<file path="src/include/lookup_pkg.sv">
// constants for the static address and vlan table lookup block
package lookup_pkg;
   // table geometry
   localparam int PORT_N       = 3;            // switch ports
   localparam int STATIC_DEPTH = 8;            // static address entries
   localparam int STATIC_IDX_W = 3;            // static entry index width
   localparam int VLAN_DEPTH   = 16;           // vlan entries, one per active group
   localparam int VLAN_IDX_W   = 4;            // vlan entry index width
   localparam int TBL_IDX_W    = 4;            // host index port width

   // static address entry layout
   localparam int SE_W         = 58;           // entry width
   localparam int SE_GID_HI    = 57;           // forwarding group id, msb
   localparam int SE_GID_LO    = 54;           // forwarding group id, lsb
   localparam int SE_KEY_BIT   = 53;           // group key select
   localparam int SE_BYP_BIT   = 52;           // port enable bypass
   localparam int SE_VALID_BIT = 51;           // entry valid
   localparam int SE_PORT_HI   = 50;           // destination mask, msb
   localparam int SE_PORT_LO   = 48;           // destination mask, lsb
   localparam int SE_MAC_HI    = 47;           // address, msb
   localparam int SE_MAC_LO    = 0;            // address, lsb
   localparam logic [57:0] SE_RESET = 58'h0;   // static entry reset value

   // vlan entry layout
   localparam int VE_W         = 20;           // entry width
   localparam int VE_VALID_BIT = 19;           // entry valid
   localparam int VE_MEM_HI    = 18;           // member mask, msb
   localparam int VE_MEM_LO    = 16;           // member mask, lsb
   localparam int VE_GID_HI    = 15;           // group id, msb
   localparam int VE_GID_LO    = 12;           // group id, lsb
   localparam int VE_VID_HI    = 11;           // vlan id, msb
   localparam int VE_VID_LO    = 0;            // vlan id, lsb
   localparam logic [19:0] VE_RESET = 20'hf0001; // valid, all members, vid 1

   // encodings
   localparam logic [2:0]  PORTS_ALL = 3'h7;   // every port / broadcast code
   localparam logic [2:0]  PORTS_NONE = 3'h0;  // no port
   localparam logic [11:0] VID_NULL  = 12'h000; // null vid in a tag
   localparam logic [3:0]  GID_NONE  = 4'h0;   // group id when vlan mode is off
   localparam logic        SEL_STATIC = 1'b0;  // host access to static table
   localparam logic        SEL_VLAN   = 1'b1;  // host access to vlan table
endpackage

</file>
<file path="src/include/lookup_key_if.sv">
// search key carried from the lookup stage to the static entry comparators
`timescale 1ns/10ps
interface lookup_key_if;
   logic [47:0] mac;                           // address under search
   logic [3:0]  gid;                           // group id under search
   modport drive (output mac, output gid);     // lookup stage side
   modport match (input mac, input gid);       // comparator side
endinterface // lookup_key_if

</file>
<file path="src/logic/static_mac_vlan_lookup.sv">
// static address table and vlan table lookup for a three-port switch
`timescale 1ns/10ps
module static_mac_vlan_lookup (
   input  wire logic        i_ref_clk,        // switch clock
   input  wire logic        i_rst_n,          // async reset, active low
   // host table access, indirect
   input  wire logic        i_tbl_wr,         // write strobe
   input  wire logic        i_tbl_rd,         // read strobe
   input  wire logic        i_tbl_sel,        // 0 static, 1 vlan
   input  wire logic [3:0]  i_tbl_idx,        // entry index
   input  wire logic [57:0] i_tbl_wdata,      // entry write data
   output logic [57:0]      o_tbl_rdata,      // entry read data
   output logic             o_tbl_rvalid,     // read data pulse
   // port configuration
   input  wire logic        i_vlan_mode,      // 802.1q mode enable
   input  wire logic [2:0]  i_port_tx_en,     // per-port transmit enable
   input  wire logic [2:0]  i_port_rx_en,     // per-port receive enable
   // lookup request from the forwarding engine
   input  wire logic        i_lkup_req,       // request pulse
   input  wire logic        i_lkup_is_sa,     // 1 source, 0 destination
   input  wire logic [47:0] i_lkup_mac,       // address to look up
   input  wire logic [1:0]  i_lkup_port,      // ingress port 0..2
   input  wire logic        i_lkup_tagged,    // frame carries a tag
   input  wire logic [11:0] i_lkup_tag_vid,   // vid in the tag
   input  wire logic [11:0] i_lkup_def_vid,   // ingress port default vid
   input  wire logic        i_dyn_hit,        // dynamic table hit
   input  wire logic [2:0]  i_dyn_ports,      // dynamic table ports
   // lookup answer
   output logic             o_res_valid,      // answer pulse
   output logic             o_res_is_sa,      // answer is for a source lookup
   output logic [2:0]       o_fwd_ports,      // egress port mask
   output logic             o_fwd_drop,       // frame dropped
   output logic             o_static_hit,     // static entry used
   output logic             o_learn,          // source should be learned
   output logic [3:0]       o_res_gid         // group id used
);
   // tables
   logic [57:0] static_tbl [lookup_pkg::STATIC_DEPTH]; // static entries
   logic [19:0] vlan_tbl   [lookup_pkg::VLAN_DEPTH];   // vlan entries

   // request stage
   logic        s1_valid;                     // request held
   logic        s1_is_sa;                     // source lookup
   logic [47:0] s1_mac;                       // address
   logic [1:0]  s1_port;                      // ingress port
   logic [11:0] s1_vid;                       // resolved vid
   logic        s1_dyn_hit;                   // dynamic hit
   logic [2:0]  s1_dyn_ports;                 // dynamic ports
   logic        s1_vmode;                     // vlan mode at request
   logic [11:0] next_vid;                     // vid chosen at request

   // decision signals
   logic        vlan_hit;                     // vid found
   logic [3:0]  vlan_idx;                     // matching vlan entry
   logic [3:0]  grp;                          // group id for lookups
   logic        vlan_ok;                      // vid accepted
   logic [lookup_pkg::STATIC_DEPTH-1:0] st_hit; // per-entry hits
   logic        st_any;                       // some static entry hit
   logic [2:0]  st_idx;                       // winning static entry
   logic [57:0] st_entry;                     // winning entry
   logic [2:0]  ing_bit;                      // ingress port as mask
   logic [2:0]  raw_ports;                    // ports before enables
   logic        bypass;                       // enables ignored
   logic [2:0]  next_ports;                   // final egress mask
   logic        next_learn;                   // learn source

   lookup_key_if key ();                      // key to comparators

   // untagged and null-vid frames take the port default
   always_comb begin
      if (i_lkup_tagged && (i_lkup_tag_vid != lookup_pkg::VID_NULL)) begin
         next_vid = i_lkup_tag_vid;
      end else begin
         next_vid = i_lkup_def_vid;
      end
   end

   // host writes; apart from reset, which clears every entry, nothing else alters the static table
   always_ff @(posedge i_ref_clk or negedge i_rst_n) begin
      if (!i_rst_n) begin
         for (int i = 0; i < lookup_pkg::STATIC_DEPTH; i++) begin
            static_tbl[i] <= lookup_pkg::SE_RESET;
         end
      end else if (i_tbl_wr && (i_tbl_sel == lookup_pkg::SEL_STATIC)
                   && (i_tbl_idx < 4'(lookup_pkg::STATIC_DEPTH))) begin
         static_tbl[i_tbl_idx[2:0]] <= i_tbl_wdata;
      end
   end

   // vlan table writes
   always_ff @(posedge i_ref_clk or negedge i_rst_n) begin
      if (!i_rst_n) begin
         for (int i = 0; i < lookup_pkg::VLAN_DEPTH; i++) begin
            vlan_tbl[i] <= lookup_pkg::VE_RESET;
         end
      end else if (i_tbl_wr && (i_tbl_sel == lookup_pkg::SEL_VLAN)) begin
         vlan_tbl[i_tbl_idx] <= i_tbl_wdata[19:0];
      end
   end

   // host reads, one cycle after the strobe
   always_ff @(posedge i_ref_clk or negedge i_rst_n) begin
      if (!i_rst_n) begin
         o_tbl_rdata  <= 58'h0;
         o_tbl_rvalid <= 1'b0;
      end else begin
         o_tbl_rvalid <= i_tbl_rd;
         if (i_tbl_rd) begin
            if (i_tbl_sel == lookup_pkg::SEL_VLAN) begin
               o_tbl_rdata <= {38'h0, vlan_tbl[i_tbl_idx]};
            end else if (i_tbl_idx < 4'(lookup_pkg::STATIC_DEPTH)) begin
               o_tbl_rdata <= static_tbl[i_tbl_idx[2:0]];
            end else begin
               o_tbl_rdata <= 58'h0;          // beyond the static table
            end
         end
      end
   end

   // capture the request and dynamic table answer
   always_ff @(posedge i_ref_clk or negedge i_rst_n) begin
      if (!i_rst_n) begin
         s1_valid     <= 1'b0;
         s1_is_sa     <= 1'b0;
         s1_mac       <= 48'h0;
         s1_port      <= 2'h0;
         s1_vid       <= 12'h0;
         s1_dyn_hit   <= 1'b0;
         s1_dyn_ports <= 3'h0;
         s1_vmode     <= 1'b0;
      end else begin
         s1_valid <= i_lkup_req;
         if (i_lkup_req) begin
            s1_is_sa     <= i_lkup_is_sa;
            s1_mac       <= i_lkup_mac;
            s1_port      <= i_lkup_port;
            s1_vid       <= next_vid;
            s1_dyn_hit   <= i_dyn_hit;
            s1_dyn_ports <= i_dyn_ports;
            s1_vmode     <= i_vlan_mode;
         end
      end
   end

   // vid search, lowest valid entry wins
   always_comb begin
      vlan_hit = 1'b0;
      vlan_idx = 4'h0;
      for (int i = lookup_pkg::VLAN_DEPTH - 1; i >= 0; i--) begin
         if (vlan_tbl[i][lookup_pkg::VE_VALID_BIT] &&
             (vlan_tbl[i][lookup_pkg::VE_VID_HI:lookup_pkg::VE_VID_LO] == s1_vid)) begin
            vlan_hit = 1'b1;
            vlan_idx = 4'(i);
         end
      end
      vlan_ok = ~s1_vmode | vlan_hit;
      if (s1_vmode) begin
         grp = vlan_tbl[vlan_idx][lookup_pkg::VE_GID_HI:lookup_pkg::VE_GID_LO];
      end else begin
         grp = lookup_pkg::GID_NONE;
      end
   end

   // key to the static comparators
   assign key.mac = s1_mac;
   assign key.gid = grp;

   // one comparator per static entry
   for (genvar g = 0; g < lookup_pkg::STATIC_DEPTH; g++) begin : g_static
      static_entry_match u_match (
         .key     (key.match),
         .i_entry (static_tbl[g]),
         .o_hit   (st_hit[g])
      );
   end

   // static priority, lowest index wins
   always_comb begin
      st_idx = 3'h0;
      for (int i = lookup_pkg::STATIC_DEPTH - 1; i >= 0; i--) begin
         if (st_hit[i]) begin
            st_idx = 3'(i);
         end
      end
      st_any   = |st_hit;
      st_entry = static_tbl[st_idx];
   end

   // forwarding decision
   always_comb begin
      ing_bit    = 3'h1 << s1_port;
      raw_ports  = lookup_pkg::PORTS_NONE;
      bypass     = 1'b0;
      next_ports = lookup_pkg::PORTS_NONE;
      next_learn = 1'b0;
      if (s1_is_sa) begin
         // source: dynamic table only, static result not consulted
         next_learn = vlan_ok & ~s1_dyn_hit;
      end else if (vlan_ok) begin
         if (st_any) begin
            // static wins over dynamic
            raw_ports = st_entry[lookup_pkg::SE_PORT_HI:lookup_pkg::SE_PORT_LO];
            if (raw_ports == lookup_pkg::PORTS_ALL) begin
               raw_ports = lookup_pkg::PORTS_ALL & ~ing_bit;
            end
            bypass = st_entry[lookup_pkg::SE_BYP_BIT];
         end else if (s1_dyn_hit) begin
            raw_ports = s1_dyn_ports & ~ing_bit;
         end else if (s1_vmode) begin
            // flood to the vlan members
            raw_ports = vlan_tbl[vlan_idx][lookup_pkg::VE_MEM_HI:lookup_pkg::VE_MEM_LO]
                      & ~ing_bit;
         end else begin
            raw_ports = lookup_pkg::PORTS_ALL & ~ing_bit;
         end
         if (bypass) begin
            next_ports = raw_ports;
         end else if (i_port_rx_en[s1_port]) begin
            next_ports = raw_ports & i_port_tx_en;
         end else begin
            next_ports = lookup_pkg::PORTS_NONE;             // receive disabled
         end
      end
   end

   // registered answer
   always_ff @(posedge i_ref_clk or negedge i_rst_n) begin
      if (!i_rst_n) begin
         o_res_valid  <= 1'b0;
         o_res_is_sa  <= 1'b0;
         o_fwd_ports  <= 3'h0;
         o_fwd_drop   <= 1'b0;
         o_static_hit <= 1'b0;
         o_learn      <= 1'b0;
         o_res_gid    <= 4'h0;
      end else begin
         o_res_valid <= s1_valid;
         if (s1_valid) begin
            o_res_is_sa  <= s1_is_sa;
            o_fwd_ports  <= next_ports;
            o_fwd_drop   <= ~s1_is_sa & (next_ports == lookup_pkg::PORTS_NONE);
            o_static_hit <= ~s1_is_sa & vlan_ok & st_any;
            o_learn      <= next_learn;
            o_res_gid    <= grp;
         end
      end
   end
endmodule // static_mac_vlan_lookup

</file>
<file path="src/logic/static_entry_match.sv">
// one static address entry comparator
`timescale 1ns/10ps
module static_entry_match (
   lookup_key_if.match       key,              // search key
   input  wire logic [57:0]  i_entry,          // stored static entry
   output logic              o_hit             // entry matches key
);
   logic addr_eq;                              // address part equal
   logic gid_eq;                               // group part equal

   // address compare always, group compare only when the entry asks
   always_comb begin
      addr_eq = (i_entry[lookup_pkg::SE_MAC_HI:lookup_pkg::SE_MAC_LO] == key.mac);
      gid_eq  = (i_entry[lookup_pkg::SE_GID_HI:lookup_pkg::SE_GID_LO] == key.gid);
      o_hit   = i_entry[lookup_pkg::SE_VALID_BIT] & addr_eq
              & (~i_entry[lookup_pkg::SE_KEY_BIT] | gid_eq);
   end
endmodule // static_entry_match

</file>
<file path="config.mk">
export PLATFORM = sky130hd
export DESIGN_NAME = static_mac_vlan_lookup
export DESIGN_NICKNAME = d
export VERILOG_FILES = /design/src/include/lookup_pkg.sv /design/src/include/lookup_key_if.sv /design/src/logic/static_mac_vlan_lookup.sv /design/src/logic/static_entry_match.sv
export SDC_FILE = /design/constraint.sdc
export NUM_CORES = 2
export LEC_CHECK = 0
export BUFFER_PORTS_ARGS = -buffer_cell sky130_fd_sc_hd__buf_2
export CAP_MARGIN = 30
export CORE_UTILIZATION = 40
export CTS_CLUSTER_SIZE = 40
export DETAILED_ROUTE_END_ITERATION = 8
export SLEW_MARGIN = 20
export SYNTH_ARGS = -nofsm -noshare
export SYNTH_HDL_FRONTEND = slang
export SYNTH_SLANG_ARGS = --single-unit
</file>
<file path="constraint.sdc">
create_clock -name i_ref_clk -period 5.6 [get_ports i_ref_clk]
set_clock_uncertainty 0.1 [all_clocks]
set_input_delay 0.28 -clock i_ref_clk [delete_from_list [all_inputs] [get_ports i_ref_clk]]
set_output_delay 0.28 -clock i_ref_clk [all_outputs]
set_load 0.005 [all_outputs]
</file>
==> results.cfg <==
[placement]
gp_congestion = 1.07
pre_cts_slack_ps = -803
dp_cells = 6313
placed_cell_area_um2 = 57900
io_buffers = 225
dpl.hpwl_mm = 168

[final_layout]
fill_cells = 11400
fin_nets = 5042
area_delta_synth_final_pct = 24.4
final_area_um2 = 64800
final-instance-count-excl-fill = 6715
post-route-util_pct = 50.1
drive_gt1_share_pct = 46.0

[critical_path]
crit_fanout = 6
critPathKind = flip-flop to flip-flop
start_kind = flip-flop
crit_cells = 25
slowest_delay_ps = 450
critical_path_required_ps = 6110
arrival_ps = 6360
crit_buf_inv = 5
cp_slowest_cell = dfrtp_2
path_common_cell = buf_4
worst_r2r_path_depth = 25
cp_top_family = compound AO/OA/AOI/OAI gates
cp-end-kind = flip-flop

[logic_synthesis]
ys.flop_type = dfrtp_1
synth.largest_area_cell = dfrtp_1
syn_area_per_cell_um2 = 12.4
syn-cell-area_um2 = 52100
ys_ff_latch = 924
syn_inst = 4200
yosysSeqAreaShare_pct = 44.6
synth-edff-count = 0
synth.yosys.warnings = 0
synth_top_area_share_pct = 40.5
synthesis.nets = 4355
yosys-top-cells-area = dfrtp_1, mux2_2, mux4_2
ys_async_sr_fraction_pct = 100
synth.distinct_cells = 99
synthTopCellsByCount = dfrtp_1, mux2_2, xnor2_1

[floorplan]
die_h_um = 363
io_pins = 226
die_x_um = 363
fp.dieArea_um2 = 132000
row_count = 132
initial_core_util_pct = 40.3
fp.coreArea_um2 = 129000

[sta]
setup_viol_count_final = 4
slew_headroom_pct = 28.6
tns_ps = -833
hold_viol_final = 0
worst_slew_pin_slew_ps = 1070
timing.hold.ws_ps = 42.0
period_minus_slack_ps = 5850
max_freq_mhz = 171
setup_slack_ps = -253
maxSlewViolCount = 0
rsz0062_at_grt = true
period_share_pct = 105

[drt]
drt-pass1-iter-count = 6
drtAntennaViolNets = 0
drt_iter0_drc = 3515
via_count = 39500
wirelength_mm = 222
drc_errors = 0
wl_per_cell_um = 33.0
viasPerCell = 5.88

[cts]
cts_sinks = 924
cts_tree = built
path_clk_slew_ps = 60
cts_buffer_depth = 3
insertion_delay_ps = 740
cts-root-buf = clkbuf_16
cts_buffers = 106
cts_htree_levels = 3

[run]
maxCapViolCount = 0

[global_route]
antenna_found_initial = 4
grt_max_degree = 169
first_global_vias = 39900
grt_pass1_wl_mm = 311
grt_usage_pct = 33.5
gr-total-overflow = 0

[power_and_ir_drop]
p_per_area_nw_per_um2 = 362
peakVddDrop_mv = 0.251
p_leak_nw = 28.0
design_power_total_mw = 23.4

[run_status]
violations = negative setup slack
status = complete, but fails checks

[min_path]
hold_class = primary input to asynchronous set/reset pin
[state kept, by name (all words and copies together), names as in the netlist, 2 cells and up]
signal / flops
key.mac: 48
vlan_tbl: 320
o_fwd_ports: 3
static_tbl: 464
s1_dyn_ports: 3
o_tbl_rdata: 58
s1_vid: 12
o_res_gid: 4
s1_port: 2
[power by group]
group,switching [mW],internal (mW),leakage (nW),total [mW]
Sequential,1.44,7.97,11.6,9.41
Combinational,3.69,3.25,14.7,6.94
Clock,3.03,4.06,1.72,7.09
Total,8.16,15.3,28.0,23.4
[cell type report]
type,instances,area (um^2),area share (%)
diodes,2,5.00,0.00772
clock inverters,46,520,0.803
flip-flops and latches,924,23200,35.8
multi-input cells,2867,28500,44.0
inverters,106,398,0.614
repair buffers,882,6960,10.7
well taps,1742,2180,3.36
clock buffers,146,3010,4.65
[cell usage in the layout (no fill, tap or decap), types with 14 or more instances in the layout]
cell | synthesis | layout
a21oi_1 | 61 | 57
a22oi_1 | 26 | 25
and3_1 | 20 | 17
buf_12 | 1 | 24
buf_2 | 10 | 220
buf_4 | 3 | 464
buf_6 | 25 | 20
clkbuf_1 | 183 | 20
clkbuf_16 | 0 | 109
clkbuf_8 | 0 | 19
clkinv_2 | 0 | 18
dfrtp_1 | 844 | 836
dfstp_2 | 80 | 80
dlygate4sd3_1 | 0 | 142
inv_1 | 105 | 105
mux2_2 | 844 | 838
mux2i_1 | 82 | 78
mux4_2 | 217 | 217
nand2_1 | 175 | 162
nand2b_1 | 49 | 47
nand3_1 | 78 | 75
nand4_1 | 104 | 104
nor2_1 | 112 | 97
nor2b_1 | 35 | 31
nor3_1 | 46 | 32
nor4_1 | 77 | 69
o2111ai_1 | 14 | 14
o21ai_0 | 69 | 63
o22ai_1 | 51 | 48
or4_1 | 25 | 19
xnor2_1 | 360 | 315
xnor2_2 | 0 | 40
xor2_1 | 180 | 172
[cell families (layout without fill, tap and decap cells)]
kind of cell	after synthesis	after routing	synth area share [%]
xor+xnor	540	540	9.07
other cells	0	2	0
flops	924	924	44.6
buf+inv	409	1180	3.38
simple gates	829	829	8.91
compound gates	355	355	4.89
mux	1143	1143	29.2
[worst reg2reg max path: stages, from the launching register on]
cell and delay [ps]:
dfrtp_2 450, clkbuf_16 180, xnor2_1 420, nand4_1 170
nor4_2 290, buf_4 200, buf_4 120, and2b_1 160
o311a_1 350, o21a_1 230, nand4_1 80, nand4_1 140
or3_4 390, buf_4 180, a21oi_4 190, nor2_2 80
a41oi_2 220, buf_4 170, o211ai_1 150, a31oi_4 280
mux2i_1 250, o22ai_2 120, a211o_1 270, o211ai_1 100
o21ba_4 190, mux2_4 260
[timing repair]
| action | 4_1_cts | 5_1_grt |
|---|---|---|
| endpoints found under the setup margin | 5 | 5 |
| resized for setup | 141 | 110 |
| pin swaps | 35 | 74 |
| hold buffers | 142 | 0 |
| hold endpoints to repair | 522 | 0 |
| setup buffers | 27 | 35 |
| gates cloned | 1 | 2 |
[final timing paths]
path | slack (ps) | from | to
min in group i_ref_clk | 50 | i_port_tx_en[0] | o_fwd_drop
hold reg to reg | 400 | o_res_gid[1] | o_res_gid[1]
setup reg to reg | -250 | s1_vid[3] | o_fwd_ports[2]
setup / recovery | -250 | s1_vid[3] | o_fwd_ports[2]
max in group asynchronous | 3820 | i_rst_n | s1_vid[1]
hold / removal | 40 | i_rst_n | key.mac[43]
[layer usage]
metal | wire length [um] | up-vias | track usage [%]
li1 | - | 16800 | -
met1 | 94300 | 20900 | 45.2
met2 | 105000 | 1421 | 54.1
met3 | 11300 | 341 | 4.48
met4 | 11100 | 0 | 14.4
met5 | 0 | - | 0
Power figures use the tool's default switching activity.
